## src/inc/awe_pkg.sv

```systemverilog
// Constants for the analog output waveform timing engine.
// Assumes an APB slave with 32-bit data; offsets are byte addresses.
// Operation
// - Start on selected trigger, or on software start when no trigger used.
// - Start source from terminals, sync bus, acquisition triggers, star; edge select.
// - Comparator start source always starts on its rising edge.
// - Start trigger routable to terminals or sync bus as high pulse.
// - All general-purpose terminals are inputs after reset.
// - No sample updates while pause is active.
// - Pause never cuts a sample; acts from the next sample boundary.
// - Onboard divided clock resumes at once when pause ends.
// - Other clock sources resume on the first edge after pause ends.
// - Pause source from terminals, sync bus or star; level polarity select.
// - Comparator pause source pauses while comparator is high.
// - Pause trigger routable to sync bus lines only.
// - Each active sample edge updates all DAC channels; edge selectable.
// - Internal sample clock: timebase divider or counter internal output.
// - External sample clock: terminals, sync bus, star or comparator.
// - Sample clock routable to terminals or sync bus, driven active low.
// - Start trigger starts divider; finite end stops it by hardware or software.
// - Start-to-first-sample delay programmable, default two timebase ticks.
// - Timebase from 20 MHz, 100 kHz, backplane 10 MHz or external sources.
// - The timebase is never routed to any output terminal.
// - Each sample takes the next FIFO word and applies it to the DACs.
// - Finite mode stops after the programmed sample count.
// - Continuous mode flags underflow when data runs out while active.
package awe_pkg;
    // Register byte offsets
    localparam logic [7:0] OFF_CMD   = 8'h00;
    localparam logic [7:0] OFF_CTRL  = 8'h04;
    localparam logic [7:0] OFF_TRIG  = 8'h08;
    localparam logic [7:0] OFF_CLK   = 8'h0C;
    localparam logic [7:0] OFF_DIV   = 8'h10;
    localparam logic [7:0] OFF_DELAY = 8'h14;
    localparam logic [7:0] OFF_COUNT = 8'h18;
    localparam logic [7:0] OFF_RGP   = 8'h1C;
    localparam logic [7:0] OFF_RSB   = 8'h20;
    localparam logic [7:0] OFF_STAT  = 8'h24;
    localparam logic [7:0] OFF_SAMP  = 8'h28;
    // Field positions
    localparam int CMD_ARM = 0, CMD_START = 1, CMD_STOP = 2;
    localparam int CTRL_FINITE = 0, CTRL_HWSTOP = 1, CTRL_FALL = 2;
    localparam int SRC_W = 5;
    localparam int ST_SRC = 0, ST_FALL = 5, ST_USE = 6;
    localparam int PS_SRC = 8, PS_LOW = 13, PS_EN = 14;
    localparam int SC_SRC = 0, SC_INT = 5, TB_SRC = 8;
    localparam int RGP_ST = 0, RGP_SC = 16;
    localparam int RSB_ST = 0, RSB_PS = 8, RSB_SC = 16;
    localparam int ST_PAUSE = 3, ST_UNDER = 4, ST_DONE = 5;
    // Reset values
    localparam logic [23:0] DELAY_RST = 24'h000002;
    localparam logic [23:0] DIV_RST   = 24'h000002;
    // Index of each source in the synchronised source vector
    localparam int SRC_GP = 0, SRC_SB = 16, SRC_STAR = 24;
    localparam int SRC_REF = 25, SRC_ACQ = 26, SRC_CTR = 27;
    localparam int SRC_TB20 = 28, SRC_TB100 = 29, SRC_CLK10 = 30;
    localparam logic [4:0] SRC_CMP = 5'h1F;
    // Sequencer states
    typedef enum logic [2:0] {
        ST_IDLE  = 3'h1,
        ST_ARMED = 3'h2,
        ST_RUN   = 3'h4
    } awe_state_t;
endpackage

```

## src/design/awe_timing_engine.sv

```systemverilog
// Analog output timing engine: triggers, sample clock, DAC update.
// Assumes APB master at clk, FIFO word holding all channels, and
// pin inputs synchronised internally.
`timescale 1ns/10ps
`default_nettype none
module awe_timing_engine #(
    parameter int NCH = 4,
    parameter int SW  = 16,
    parameter int CW  = 24
) (
    input  wire logic              clk,
    input  wire logic              sys_rst,
    input  wire logic              psel,
    input  wire logic              penable,
    input  wire logic              pwrite,
    input  wire logic [7:0]        paddr,
    input  wire logic [31:0]       pwdata,
    output logic      [31:0]       prdata,
    output logic                   pready,
    output logic                   pslverr,
    input  wire logic [15:0]       gpIn,
    input  wire logic [7:0]        sbIn,
    input  wire logic              starIn,
    input  wire logic              refTrigIn,
    input  wire logic              acqStartIn,
    input  wire logic              ctrOutIn,
    input  wire logic              tb20In,
    input  wire logic              tb100In,
    input  wire logic              clk10In,
    input  wire logic              cmpIn,
    input  wire logic [NCH*SW-1:0] fifoData,
    input  wire logic              fifoValid,
    output logic                   fifoRead,
    output logic      [NCH*SW-1:0] dacData,
    output logic                   dacUpdate,
    output logic      [15:0]       gpOut,
    output logic      [15:0]       gpOeN,
    output logic      [7:0]        sbOut,
    output logic      [7:0]        sbOeN
);
    awe_pkg::awe_state_t state_ff;
    awe_pkg::awe_state_t nxt_state;
    logic [2:0]          ctrl_ff;
    logic [15:0]         trig_ff;
    logic [15:0]         clkCfg_ff;
    logic [CW-1:0]       div_ff;
    logic [CW-1:0]       delay_ff;
    logic [CW-1:0]       count_ff;
    logic [31:0]         routeGp_ff;
    logic [23:0]         routeSb_ff;
    logic [CW-1:0]       samples_ff;
    logic                underflow_ff;
    logic                done_ff;
    logic                startPulse_ff;
    logic                scPulse_ff;
    logic                pauseOut_ff;
    logic [NCH*SW-1:0]   dacData_ff;
    logic [31:0]         srcVec;
    logic [31:0]         srcLvl;
    logic [31:0]         srcRise;
    logic [31:0]         srcFall;

    // Gather every trigger and clock source into one vector
    assign srcVec = {cmpIn, clk10In, tb100In, tb20In, ctrOutIn,
                     acqStartIn, refTrigIn, starIn, sbIn, gpIn};

    awe_sync #(
        .W    (32)
    ) u_sync (
        .clk     (clk),
        .sys_rst (sys_rst),
        .din     (srcVec),
        .lvl     (srcLvl),
        .rise    (srcRise),
        .fall    (srcFall)
    );

    // APB decode
    wire       wrEn   = psel & penable & pwrite;
    wire       hitCmd = paddr == awe_pkg::OFF_CMD;
    wire       hitCtl = paddr == awe_pkg::OFF_CTRL;
    wire       hitTrg = paddr == awe_pkg::OFF_TRIG;
    wire       hitClk = paddr == awe_pkg::OFF_CLK;
    wire       hitDiv = paddr == awe_pkg::OFF_DIV;
    wire       hitDly = paddr == awe_pkg::OFF_DELAY;
    wire       hitCnt = paddr == awe_pkg::OFF_COUNT;
    wire       hitRgp = paddr == awe_pkg::OFF_RGP;
    wire       hitRsb = paddr == awe_pkg::OFF_RSB;
    wire       hitSta = paddr == awe_pkg::OFF_STAT;
    wire       hitSmp = paddr == awe_pkg::OFF_SAMP;
    wire       hitAny = hitCmd | hitCtl | hitTrg | hitClk | hitDiv |
                        hitDly | hitCnt | hitRgp | hitRsb | hitSta |
                        hitSmp;
    wire       cmdWr  = wrEn & hitCmd;
    wire       armCmd = cmdWr & pwdata[awe_pkg::CMD_ARM];
    wire       swStart = cmdWr & pwdata[awe_pkg::CMD_START];
    wire       swStop = cmdWr & pwdata[awe_pkg::CMD_STOP];
    wire       staClr = wrEn & hitSta;

    // Configuration fields
    wire [4:0] stSrc   = trig_ff[awe_pkg::ST_SRC +: awe_pkg::SRC_W];
    wire [4:0] psSrc   = trig_ff[awe_pkg::PS_SRC +: awe_pkg::SRC_W];
    wire [4:0] scSrc   = clkCfg_ff[awe_pkg::SC_SRC +: awe_pkg::SRC_W];
    wire [4:0] tbSrc   = clkCfg_ff[awe_pkg::TB_SRC +: awe_pkg::SRC_W];
    wire       useTrig = trig_ff[awe_pkg::ST_USE];
    wire       finite  = ctrl_ff[awe_pkg::CTRL_FINITE];
    wire       hwStop  = ctrl_ff[awe_pkg::CTRL_HWSTOP];
    wire       scInt   = clkCfg_ff[awe_pkg::SC_INT];
    wire       isIdle  = state_ff == awe_pkg::ST_IDLE;
    wire       isArmed = state_ff == awe_pkg::ST_ARMED;
    wire       isRun   = state_ff == awe_pkg::ST_RUN;

    // Start edge: comparator always rising, else programmed edge
    wire stCmp   = stSrc == awe_pkg::SRC_CMP;
    wire stFall  = trig_ff[awe_pkg::ST_FALL] & ~stCmp;
    wire stHit   = stFall ? srcFall[stSrc] : srcRise[stSrc];
    wire startEvt = isArmed & (useTrig ? stHit : swStart);

    // Pause level: comparator pauses while high, else polarity
    wire psCmp    = psSrc == awe_pkg::SRC_CMP;
    wire psLow    = trig_ff[awe_pkg::PS_LOW] & ~psCmp;
    wire pauseAct = trig_ff[awe_pkg::PS_EN] &
                    (srcLvl[psSrc] ^ psLow);

    // Timebase tick from the selected source; only feeds the divider
    wire tbTick = srcRise[tbSrc];

    // Sample clock: divider or selected source on the chosen edge
    wire divTick;
    wire scFall   = ctrl_ff[awe_pkg::CTRL_FALL];
    wire extEdge  = scFall ? srcFall[scSrc] : srcRise[scSrc];
    wire sampEdge = scInt ? divTick : extEdge;
    wire finDone  = finite & (samples_ff == count_ff);

    // A sample happens only on an edge while running and not paused;
    // an edge seen during pause is dropped, so a fresh one is needed
    wire update   = isRun & sampEdge & ~pauseAct & ~finDone;
    wire lastSamp = finite & (samples_ff == count_ff - CW'(1));
    wire underEvt = update & ~fifoValid & ~finite;

    assign fifoRead = update & fifoValid;

    awe_divider #(
        .W       (CW)
    ) u_div (
        .clk     (clk),
        .sys_rst (sys_rst),
        .load    (startEvt),
        .run     (isRun & ~finDone),
        .hold    (pauseAct),
        .tbTick  (tbTick),
        .delay   (delay_ff),
        .divisor (div_ff),
        .tick    (divTick)
    );

    // Sequencer: idle, armed waiting for start, running
    always_comb begin
        nxt_state = state_ff;
        case (state_ff)
            awe_pkg::ST_IDLE: begin
                if (armCmd) begin
                    nxt_state = awe_pkg::ST_ARMED;
                end
            end
            awe_pkg::ST_ARMED: begin
                if (swStop) begin
                    nxt_state = awe_pkg::ST_IDLE;
                end else if (startEvt) begin
                    nxt_state = awe_pkg::ST_RUN;
                end
            end
            awe_pkg::ST_RUN: begin
                if (swStop) begin
                    nxt_state = awe_pkg::ST_IDLE;
                end else if (hwStop & update & lastSamp) begin
                    nxt_state = awe_pkg::ST_IDLE;
                end
            end
            default: nxt_state = awe_pkg::ST_IDLE;
        endcase
    end

    always_ff @(posedge clk) begin
        if (sys_rst) begin
            state_ff <= awe_pkg::ST_IDLE;
        end else begin
            state_ff <= nxt_state;
        end
    end

    // Configuration registers
    always_ff @(posedge clk) begin
        if (sys_rst) begin
            ctrl_ff    <= '0;
            trig_ff    <= '0;
            clkCfg_ff  <= '0;
            div_ff     <= awe_pkg::DIV_RST;
            delay_ff   <= awe_pkg::DELAY_RST;
            count_ff   <= '0;
            routeGp_ff <= '0;
            routeSb_ff <= '0;
        end else if (wrEn) begin
            if (hitCtl) ctrl_ff    <= pwdata[2:0];
            if (hitTrg) trig_ff    <= pwdata[15:0];
            if (hitClk) clkCfg_ff  <= pwdata[15:0];
            if (hitDiv) div_ff     <= pwdata[CW-1:0];
            if (hitDly) delay_ff   <= pwdata[CW-1:0];
            if (hitCnt) count_ff   <= pwdata[CW-1:0];
            if (hitRgp) routeGp_ff <= pwdata;
            if (hitRsb) routeSb_ff <= pwdata[23:0];
        end
    end

    // Sample counter and sticky flags; a set beats a clear
    always_ff @(posedge clk) begin
        if (sys_rst) begin
            samples_ff   <= '0;
            underflow_ff <= 1'b0;
            done_ff      <= 1'b0;
        end else begin
            if (startEvt) begin
                samples_ff <= '0;
            end else if (update) begin
                samples_ff <= samples_ff + CW'(1);
            end
            underflow_ff <= underEvt |
                (underflow_ff & ~(staClr & pwdata[awe_pkg::ST_UNDER]));
            done_ff <= (update & lastSamp) |
                (done_ff & ~(staClr & pwdata[awe_pkg::ST_DONE]));
        end
    end

    // DAC data, one register per channel
    genvar ch;
    generate
        for (ch = 0; ch < NCH; ch++) begin : g_dac
            always_ff @(posedge clk) begin
                if (sys_rst) begin
                    dacData_ff[ch*SW +: SW] <= '0;
                end else if (fifoRead) begin
                    dacData_ff[ch*SW +: SW] <= fifoData[ch*SW +: SW];
                end
            end
        end
    endgenerate

    // Pulses for routing and the update strobe
    always_ff @(posedge clk) begin
        if (sys_rst) begin
            startPulse_ff <= 1'b0;
            scPulse_ff    <= 1'b0;
            pauseOut_ff   <= 1'b0;
        end else begin
            startPulse_ff <= startEvt;
            scPulse_ff    <= update;
            pauseOut_ff   <= pauseAct;
        end
    end

    assign dacData   = dacData_ff;
    assign dacUpdate = scPulse_ff;

    // Output routing; start has priority, timebase never routed
    genvar gi;
    generate
        for (gi = 0; gi < 16; gi++) begin : g_gp
            wire rSt = routeGp_ff[awe_pkg::RGP_ST + gi];
            wire rSc = routeGp_ff[awe_pkg::RGP_SC + gi];
            assign gpOut[gi] = rSt ? startPulse_ff : ~scPulse_ff;
            assign gpOeN[gi] = ~(rSt | rSc);
        end
        for (gi = 0; gi < 8; gi++) begin : g_sb
            wire rSt = routeSb_ff[awe_pkg::RSB_ST + gi];
            wire rPs = routeSb_ff[awe_pkg::RSB_PS + gi];
            wire rSc = routeSb_ff[awe_pkg::RSB_SC + gi];
            assign sbOut[gi] = rSt ? startPulse_ff :
                               rPs ? pauseOut_ff : ~scPulse_ff;
            assign sbOeN[gi] = ~(rSt | rPs | rSc);
        end
    endgenerate

    // Read mux, zero-wait answer, error on unmapped offset
    wire [31:0] statWord = {26'h0, done_ff, underflow_ff, pauseAct,
                            state_ff};
    always_comb begin
        prdata = 32'h0;
        case (paddr)
            awe_pkg::OFF_CTRL:  prdata = {29'h0, ctrl_ff};
            awe_pkg::OFF_TRIG:  prdata = {16'h0, trig_ff};
            awe_pkg::OFF_CLK:   prdata = {16'h0, clkCfg_ff};
            awe_pkg::OFF_DIV:   prdata = 32'(div_ff);
            awe_pkg::OFF_DELAY: prdata = 32'(delay_ff);
            awe_pkg::OFF_COUNT: prdata = 32'(count_ff);
            awe_pkg::OFF_RGP:   prdata = routeGp_ff;
            awe_pkg::OFF_RSB:   prdata = {8'h0, routeSb_ff};
            awe_pkg::OFF_STAT:  prdata = statWord;
            awe_pkg::OFF_SAMP:  prdata = 32'(samples_ff);
            default:            prdata = 32'h0;
        endcase
    end
    assign pready  = 1'b1;
    assign pslverr = psel & penable & ~hitAny;
endmodule // awe_timing_engine
`default_nettype wire

```

## src/design/awe_sync.sv

```systemverilog
// Two-flop synchroniser with edge detection on the settled stage.
// Assumes inputs asynchronous to clk; one flop of edge history.
`timescale 1ns/10ps
`default_nettype none
module awe_sync #(
    parameter int W = 32
) (
    input  wire logic         clk,
    input  wire logic         sys_rst,
    input  wire logic [W-1:0] din,
    output logic      [W-1:0] lvl,
    output logic      [W-1:0] rise,
    output logic      [W-1:0] fall
);
    logic [W-1:0] meta_ff;
    logic [W-1:0] sync_ff;
    logic [W-1:0] prev_ff;

    // Metastability chain and edge history
    always_ff @(posedge clk) begin
        if (sys_rst) begin
            meta_ff <= '0;
            sync_ff <= '0;
            prev_ff <= '0;
        end else begin
            meta_ff <= din;
            sync_ff <= meta_ff;
            prev_ff <= sync_ff;
        end
    end

    // Level and one-cycle edge pulses
    assign lvl  = sync_ff;
    assign rise = sync_ff & ~prev_ff;
    assign fall = ~sync_ff & prev_ff;
endmodule // awe_sync
`default_nettype wire

```

## src/design/awe_divider.sv

```systemverilog
// Programmable divider of the sample timebase with start delay.
// Assumes tbTick is a one-cycle pulse per timebase tick.
`timescale 1ns/10ps
`default_nettype none
module awe_divider #(
    parameter int W = 24
) (
    input  wire logic         clk,
    input  wire logic         sys_rst,
    input  wire logic         load,
    input  wire logic         run,
    input  wire logic         hold,
    input  wire logic         tbTick,
    input  wire logic [W-1:0] delay,
    input  wire logic [W-1:0] divisor,
    output logic              tick
);
    logic [W-1:0] cnt_ff;
    logic [W-1:0] nxt_cnt;
    wire          step;
    wire          last;

    // Count only while running and not paused
    assign step = run & tbTick & ~hold;
    assign last = (cnt_ff <= W'(1));
    assign tick = step & last;

    // Load the start delay, then reload the period
    always_comb begin
        nxt_cnt = cnt_ff;
        if (load) begin
            nxt_cnt = delay;
        end else if (step) begin
            nxt_cnt = last ? divisor : cnt_ff - W'(1);
        end
    end

    always_ff @(posedge clk) begin
        if (sys_rst) begin
            cnt_ff <= '0;
        end else begin
            cnt_ff <= nxt_cnt;
        end
    end
endmodule // awe_divider
`default_nettype wire

```

## config.mk

```make
export PLATFORM = sky130hd
export DESIGN_NAME = awe_timing_engine
export DESIGN_NICKNAME = d
export VERILOG_FILES = /design/src/inc/awe_pkg.sv /design/src/design/awe_timing_engine.sv /design/src/design/awe_sync.sv /design/src/design/awe_divider.sv
export SDC_FILE = /design/constraint.sdc
export NUM_CORES = 1
export LEC_CHECK = 0
export BUFFER_PORTS_ARGS = -buffer_cell sky130_fd_sc_hd__clkbuf_2
export CORE_MARGIN = 2
export CORE_UTILIZATION = 41
export DETAILED_ROUTE_END_ITERATION = 12
export MAX_ROUTING_LAYER = met4
export PLACE_DENSITY = 0.63
export SETUP_SLACK_MARGIN = 0.2
export SLEW_MARGIN = 20
export SYNTH_ARGS = -nofsm -noshare
export SYNTH_HDL_FRONTEND = slang
export SYNTH_SLANG_ARGS = --single-unit
```

## constraint.sdc

```tcl
create_clock -name clk -period 3.88 [get_ports clk]
set_clock_uncertainty 0.15 [all_clocks]
set_input_delay 0.388 -clock clk [delete_from_list [all_inputs] [get_ports clk]]
set_output_delay 0.388 -clock clk [all_outputs]
set_load 0.03 [all_outputs]
```

==> summary.md <==
| Metric | Value |
|---|---|
| Run status | `finished clean` |
| Synth top area cells | `dfxtp_1 (40%), nand2_1 (8.6%), a21oi_1 (8.0%)` |
| Flop-to-flop setup slack | `310 ps` |
| Slew margin rel. | `0.259` |
| FFs w/ async S/R, synth | `0` |
| WL/cell | `22.2 um` |
| Initial DRC count | `just over 2,000` |
| Hold Crit Class | `input pin to register` |
| Root Buffer Master | `clkbuf_16` |
| First-pass GRT wire length | `111,000 um` |
| Tcrit/Tclk final | `0.989` |
| CTS clk-pin slew, worst paths | `~60 ps` |
| Slew @ Worst Pin | `1110 ps` |
| Final worst path period need | `3840 ps` |
| CP Class | `register to output pin` |
| Pre-CTS setup slack | `235 ps` |
| CP Data Required Time | `3340 ps` |
| RSZ-0062 raised after global routing | `yes` |
| Die Wd | `219 um` |
| Post-Syn Nets | `2,520` |
| Grt ovf | `0` |
| # DRC | `0` |
| CP cell instances | `buf_12, mux4_2, mux2i_2, a221oi_2, buf_4, o21a_1, or3_4, nand2b_4, nand4_1, clkbuf_8` |
| Initial antenna violation count | `1` |
| VDD IR-drop max | `0.293 mV` |
| CTS Buf Count | `42` |
| Max-slew violations | `0` |
| 1st-pass router iterations | `6` |
| YS warnings | `0` |
| CP max stage delay | `roughly 530 ps` |
| Placeable Area | `0.0454 sq mm` |
| Routability cong. | `0.987` |
| Worst setup margin | `about 41 ps` |
| Final antenna-violating net count | `0` |
| Max cap viols | `0` |
| Share of cells above drive strength 1 | `0.201` |
| CTS tree | `built` |
| H-tree depth | `2` |
| Count of final hold-check violations | `0` |
| RR Endpoint | `state_ff[2]` |
| Worst-skew pair later-pin latency | `580 ps` |
| CP Launch Point | `trig_ff[8]` |
| CP Capture Type | `output pin` |
| Worst r2r path cells | `8` |
| Area Growth Syn to Fin | `26.7%` |
| Num rows | `78` |
| Vias in the first global route | `around 18,000` |
| Post-synth EDFFs | `0` |
| Cell taking the most area after synthesis | `dfxtp_1` |
| Detailed Place HPWL | `50,700 um` |
| Starting Density | `0.416` |
| Vias per cell | `5.86` |
| Syn Std Cell Area | `0.0189 sq mm` |
| Leak Pwr | `8.59 nW` |
| Die area | `~0.048 sq mm` |
| Avg Inst Size Synth | `7.95 sq um` |
| Worst Setup EP | `prdata[3]` |
| Clk buf depth | `3` |
| Launching point of the worst reg2reg path | `count_ff[6]` |
| Fmax | `260 MHz` |
| Yosys reg bits | `379` |
| CP max FO | `5` |
| Sequential share of the synthesized area | `0.402` |
| Hold Path Depth | `3` |
| Post-Route WL | `approximately 74,000 um` |
| Crit path arrival time | `3300 ps` |
| Die height | `approximately 220 um` |
| Pwr Density | `370 mW/mm^2` |
| Port bufs | `288` |
| Critical Path Slowest Stage Cell | `mux4_2` |
| Vias | `just under 20,000` |
| GRT Total Usage | `0.312` |
| Io pins | `between 200 and 300` |
| Clk sinks | `between 300 and 400` |
| Post-route total power | `around 0.0088 W` |
| Fillcell total | `about 4,200` |
| Synth top area share | `0.402` |
| Top_reg_cell synth | `dfxtp_1` |
| Final Setup Violations | `0` |
| Synthesized netlist cell count | `around 2,400` |
| Crit start category | `register` |
| Largest net degree at the start of global routing | `116` |
| Nets | `2,856` |
| Distinct cells, synth | `83` |
==> critical path, delay by kind of cell, from the launching register on <==
family          cells  cell delay, ps
flops               1             370
compound gates      2             290
mux                 2             740
simple gates        3             770
buf+inv             3             540
==> kinds of logic (layout without fill, tap and decap cells) <==
kind of cell	after synthesis	in the layout	synth area share
other cells	1	2	0.000199
xor+xnor	50	50	0.0239
compound gates	643	643	0.209
fa+ha+maj	4	4	0.00265
buf+inv	256	623	0.0556
simple gates	991	991	0.260
mux	50	50	0.0460
flops	379	379	0.402
==> Yosys cell counts (12+ instances only) <==
cell type / n
nor4_1: 12
nand3b_1: 22
or3_1: 29
o22a_1: 23
nand4_1: 26
o21ai_0: 116
mux2_2: 14
nor2b_1: 130
inv_1: 56
xnor2_1: 37
a22oi_1: 68
nor3b_1: 20
dfxtp_1: 379
a221oi_1: 16
nand3_1: 98
xor2_1: 12
and2_1: 14
or4_1: 20
nand2b_1: 24
a21oi_1: 303
mux4_2: 28
nor2_1: 84
clkbuf_1: 162
nor3_1: 38
nand2_1: 433
buf_1: 12
a22o_1: 12
==> timing repair <==
action	in CTS	in global routing
gates resized for setup	29	11
buffers inserted	5	0
hold endpoints to repair	142	0
hold buffers	112	0
setup endpoints to repair	3	24
gates cloned	1	0
pin swaps	6	3
==> flip-flops by register name (all words and copies together) (netlist names), 16 cells and up <==
signal / flops
clkCfg_ff: 16
delay_ff: 24
div_ff: 24
samples_ff: 24
u_sync.meta_ff: 32
u_div.cnt_ff: 24
u_sync.prev_ff: 32
u_sync.lvl: 32
trig_ff: 16
count_ff: 24
dacData: 64
routeGp_ff: 32
routeSb_ff: 24
==> power breakdown <==
group          total (W)  switching (W)  internal [W]
sequential       0.00396      0.0000285       0.00393
combinational   0.000421       0.000222      0.000199
clock            0.00446        0.00170       0.00276
total            0.00884        0.00195       0.00689
==> final cells by class <==
type | count | area (sq um) | share of cell area
timing repair buffer | 490 | 3390 | 0.142
tap | 600 | 751 | 0.0314
sequential | 379 | 7600 | 0.318
clock buffer | 57 | 1230 | 0.0515
antenna | 1 | 2.50 | 0.000105
multi-input combinational | 1739 | 10400 | 0.435
inverter | 58 | 218 | 0.00911
clock inverter | 18 | 305 | 0.0128
==> stage by stage <==
step	TNS (ps)	hold WS (ps)	util	cell area [sq um]	cells
2_1_floorplan	0	264	-	18900	2374
3_3_place_gp	0	268	0.463	21000	3148
3_5_place_dp	0	272	0.463	21000	3148
4_1_cts	0	21.1	0.525	23800	3341
5_1_grt	-0.771	44.7	0.527	23900	3342
6_report	0	52.5	0.527	23900	3342
==> layer usage <==
| metal | vias to the layer above | share of wire | global-route usage |
|---|---|---|---|
| li1 | 9047 | - | - |
| met1 | 9308 | 0.40 | 0.395 |
| met2 | 1047 | 0.45 | 0.475 |
| met3 | 185 | 0.094 | 0.0590 |
| met4 | 0 | 0.050 | 0.156 |
| met5 | - | 0 | - |
==> how the worst min path moves through the flow <==
stage,from,endpoint,slack (ps)
floorplan,u_sync.meta_ff[0],u_sync.lvl[0],260
global placement,u_sync.meta_ff[12],u_sync.lvl[12],270
detailed placement,u_sync.meta_ff[1],u_sync.lvl[1],270
CTS,pwdata[7],routeGp_ff[7],20
global route,pwdata[7],delay_ff[7],40
finish,pwdata[4],div_ff[4],50
==> layout by cell type, fill, tap and decap left out, types with 28 or more instances in the layout <==
cell	instances
nor2_1	79
buf_4	81
nand3_1	98
dlygate4sd3_1	112
inv_1	56
o21ai_0	115
xnor2_1	37
a22oi_1	68
a21oi_1	302
clkbuf_16	45
nand2_1	433
mux4_2	28
nor2b_1	129
clkbuf_2	285
nor3_1	33
dfxtp_1	370
Power figures use the tool's default switching activity.
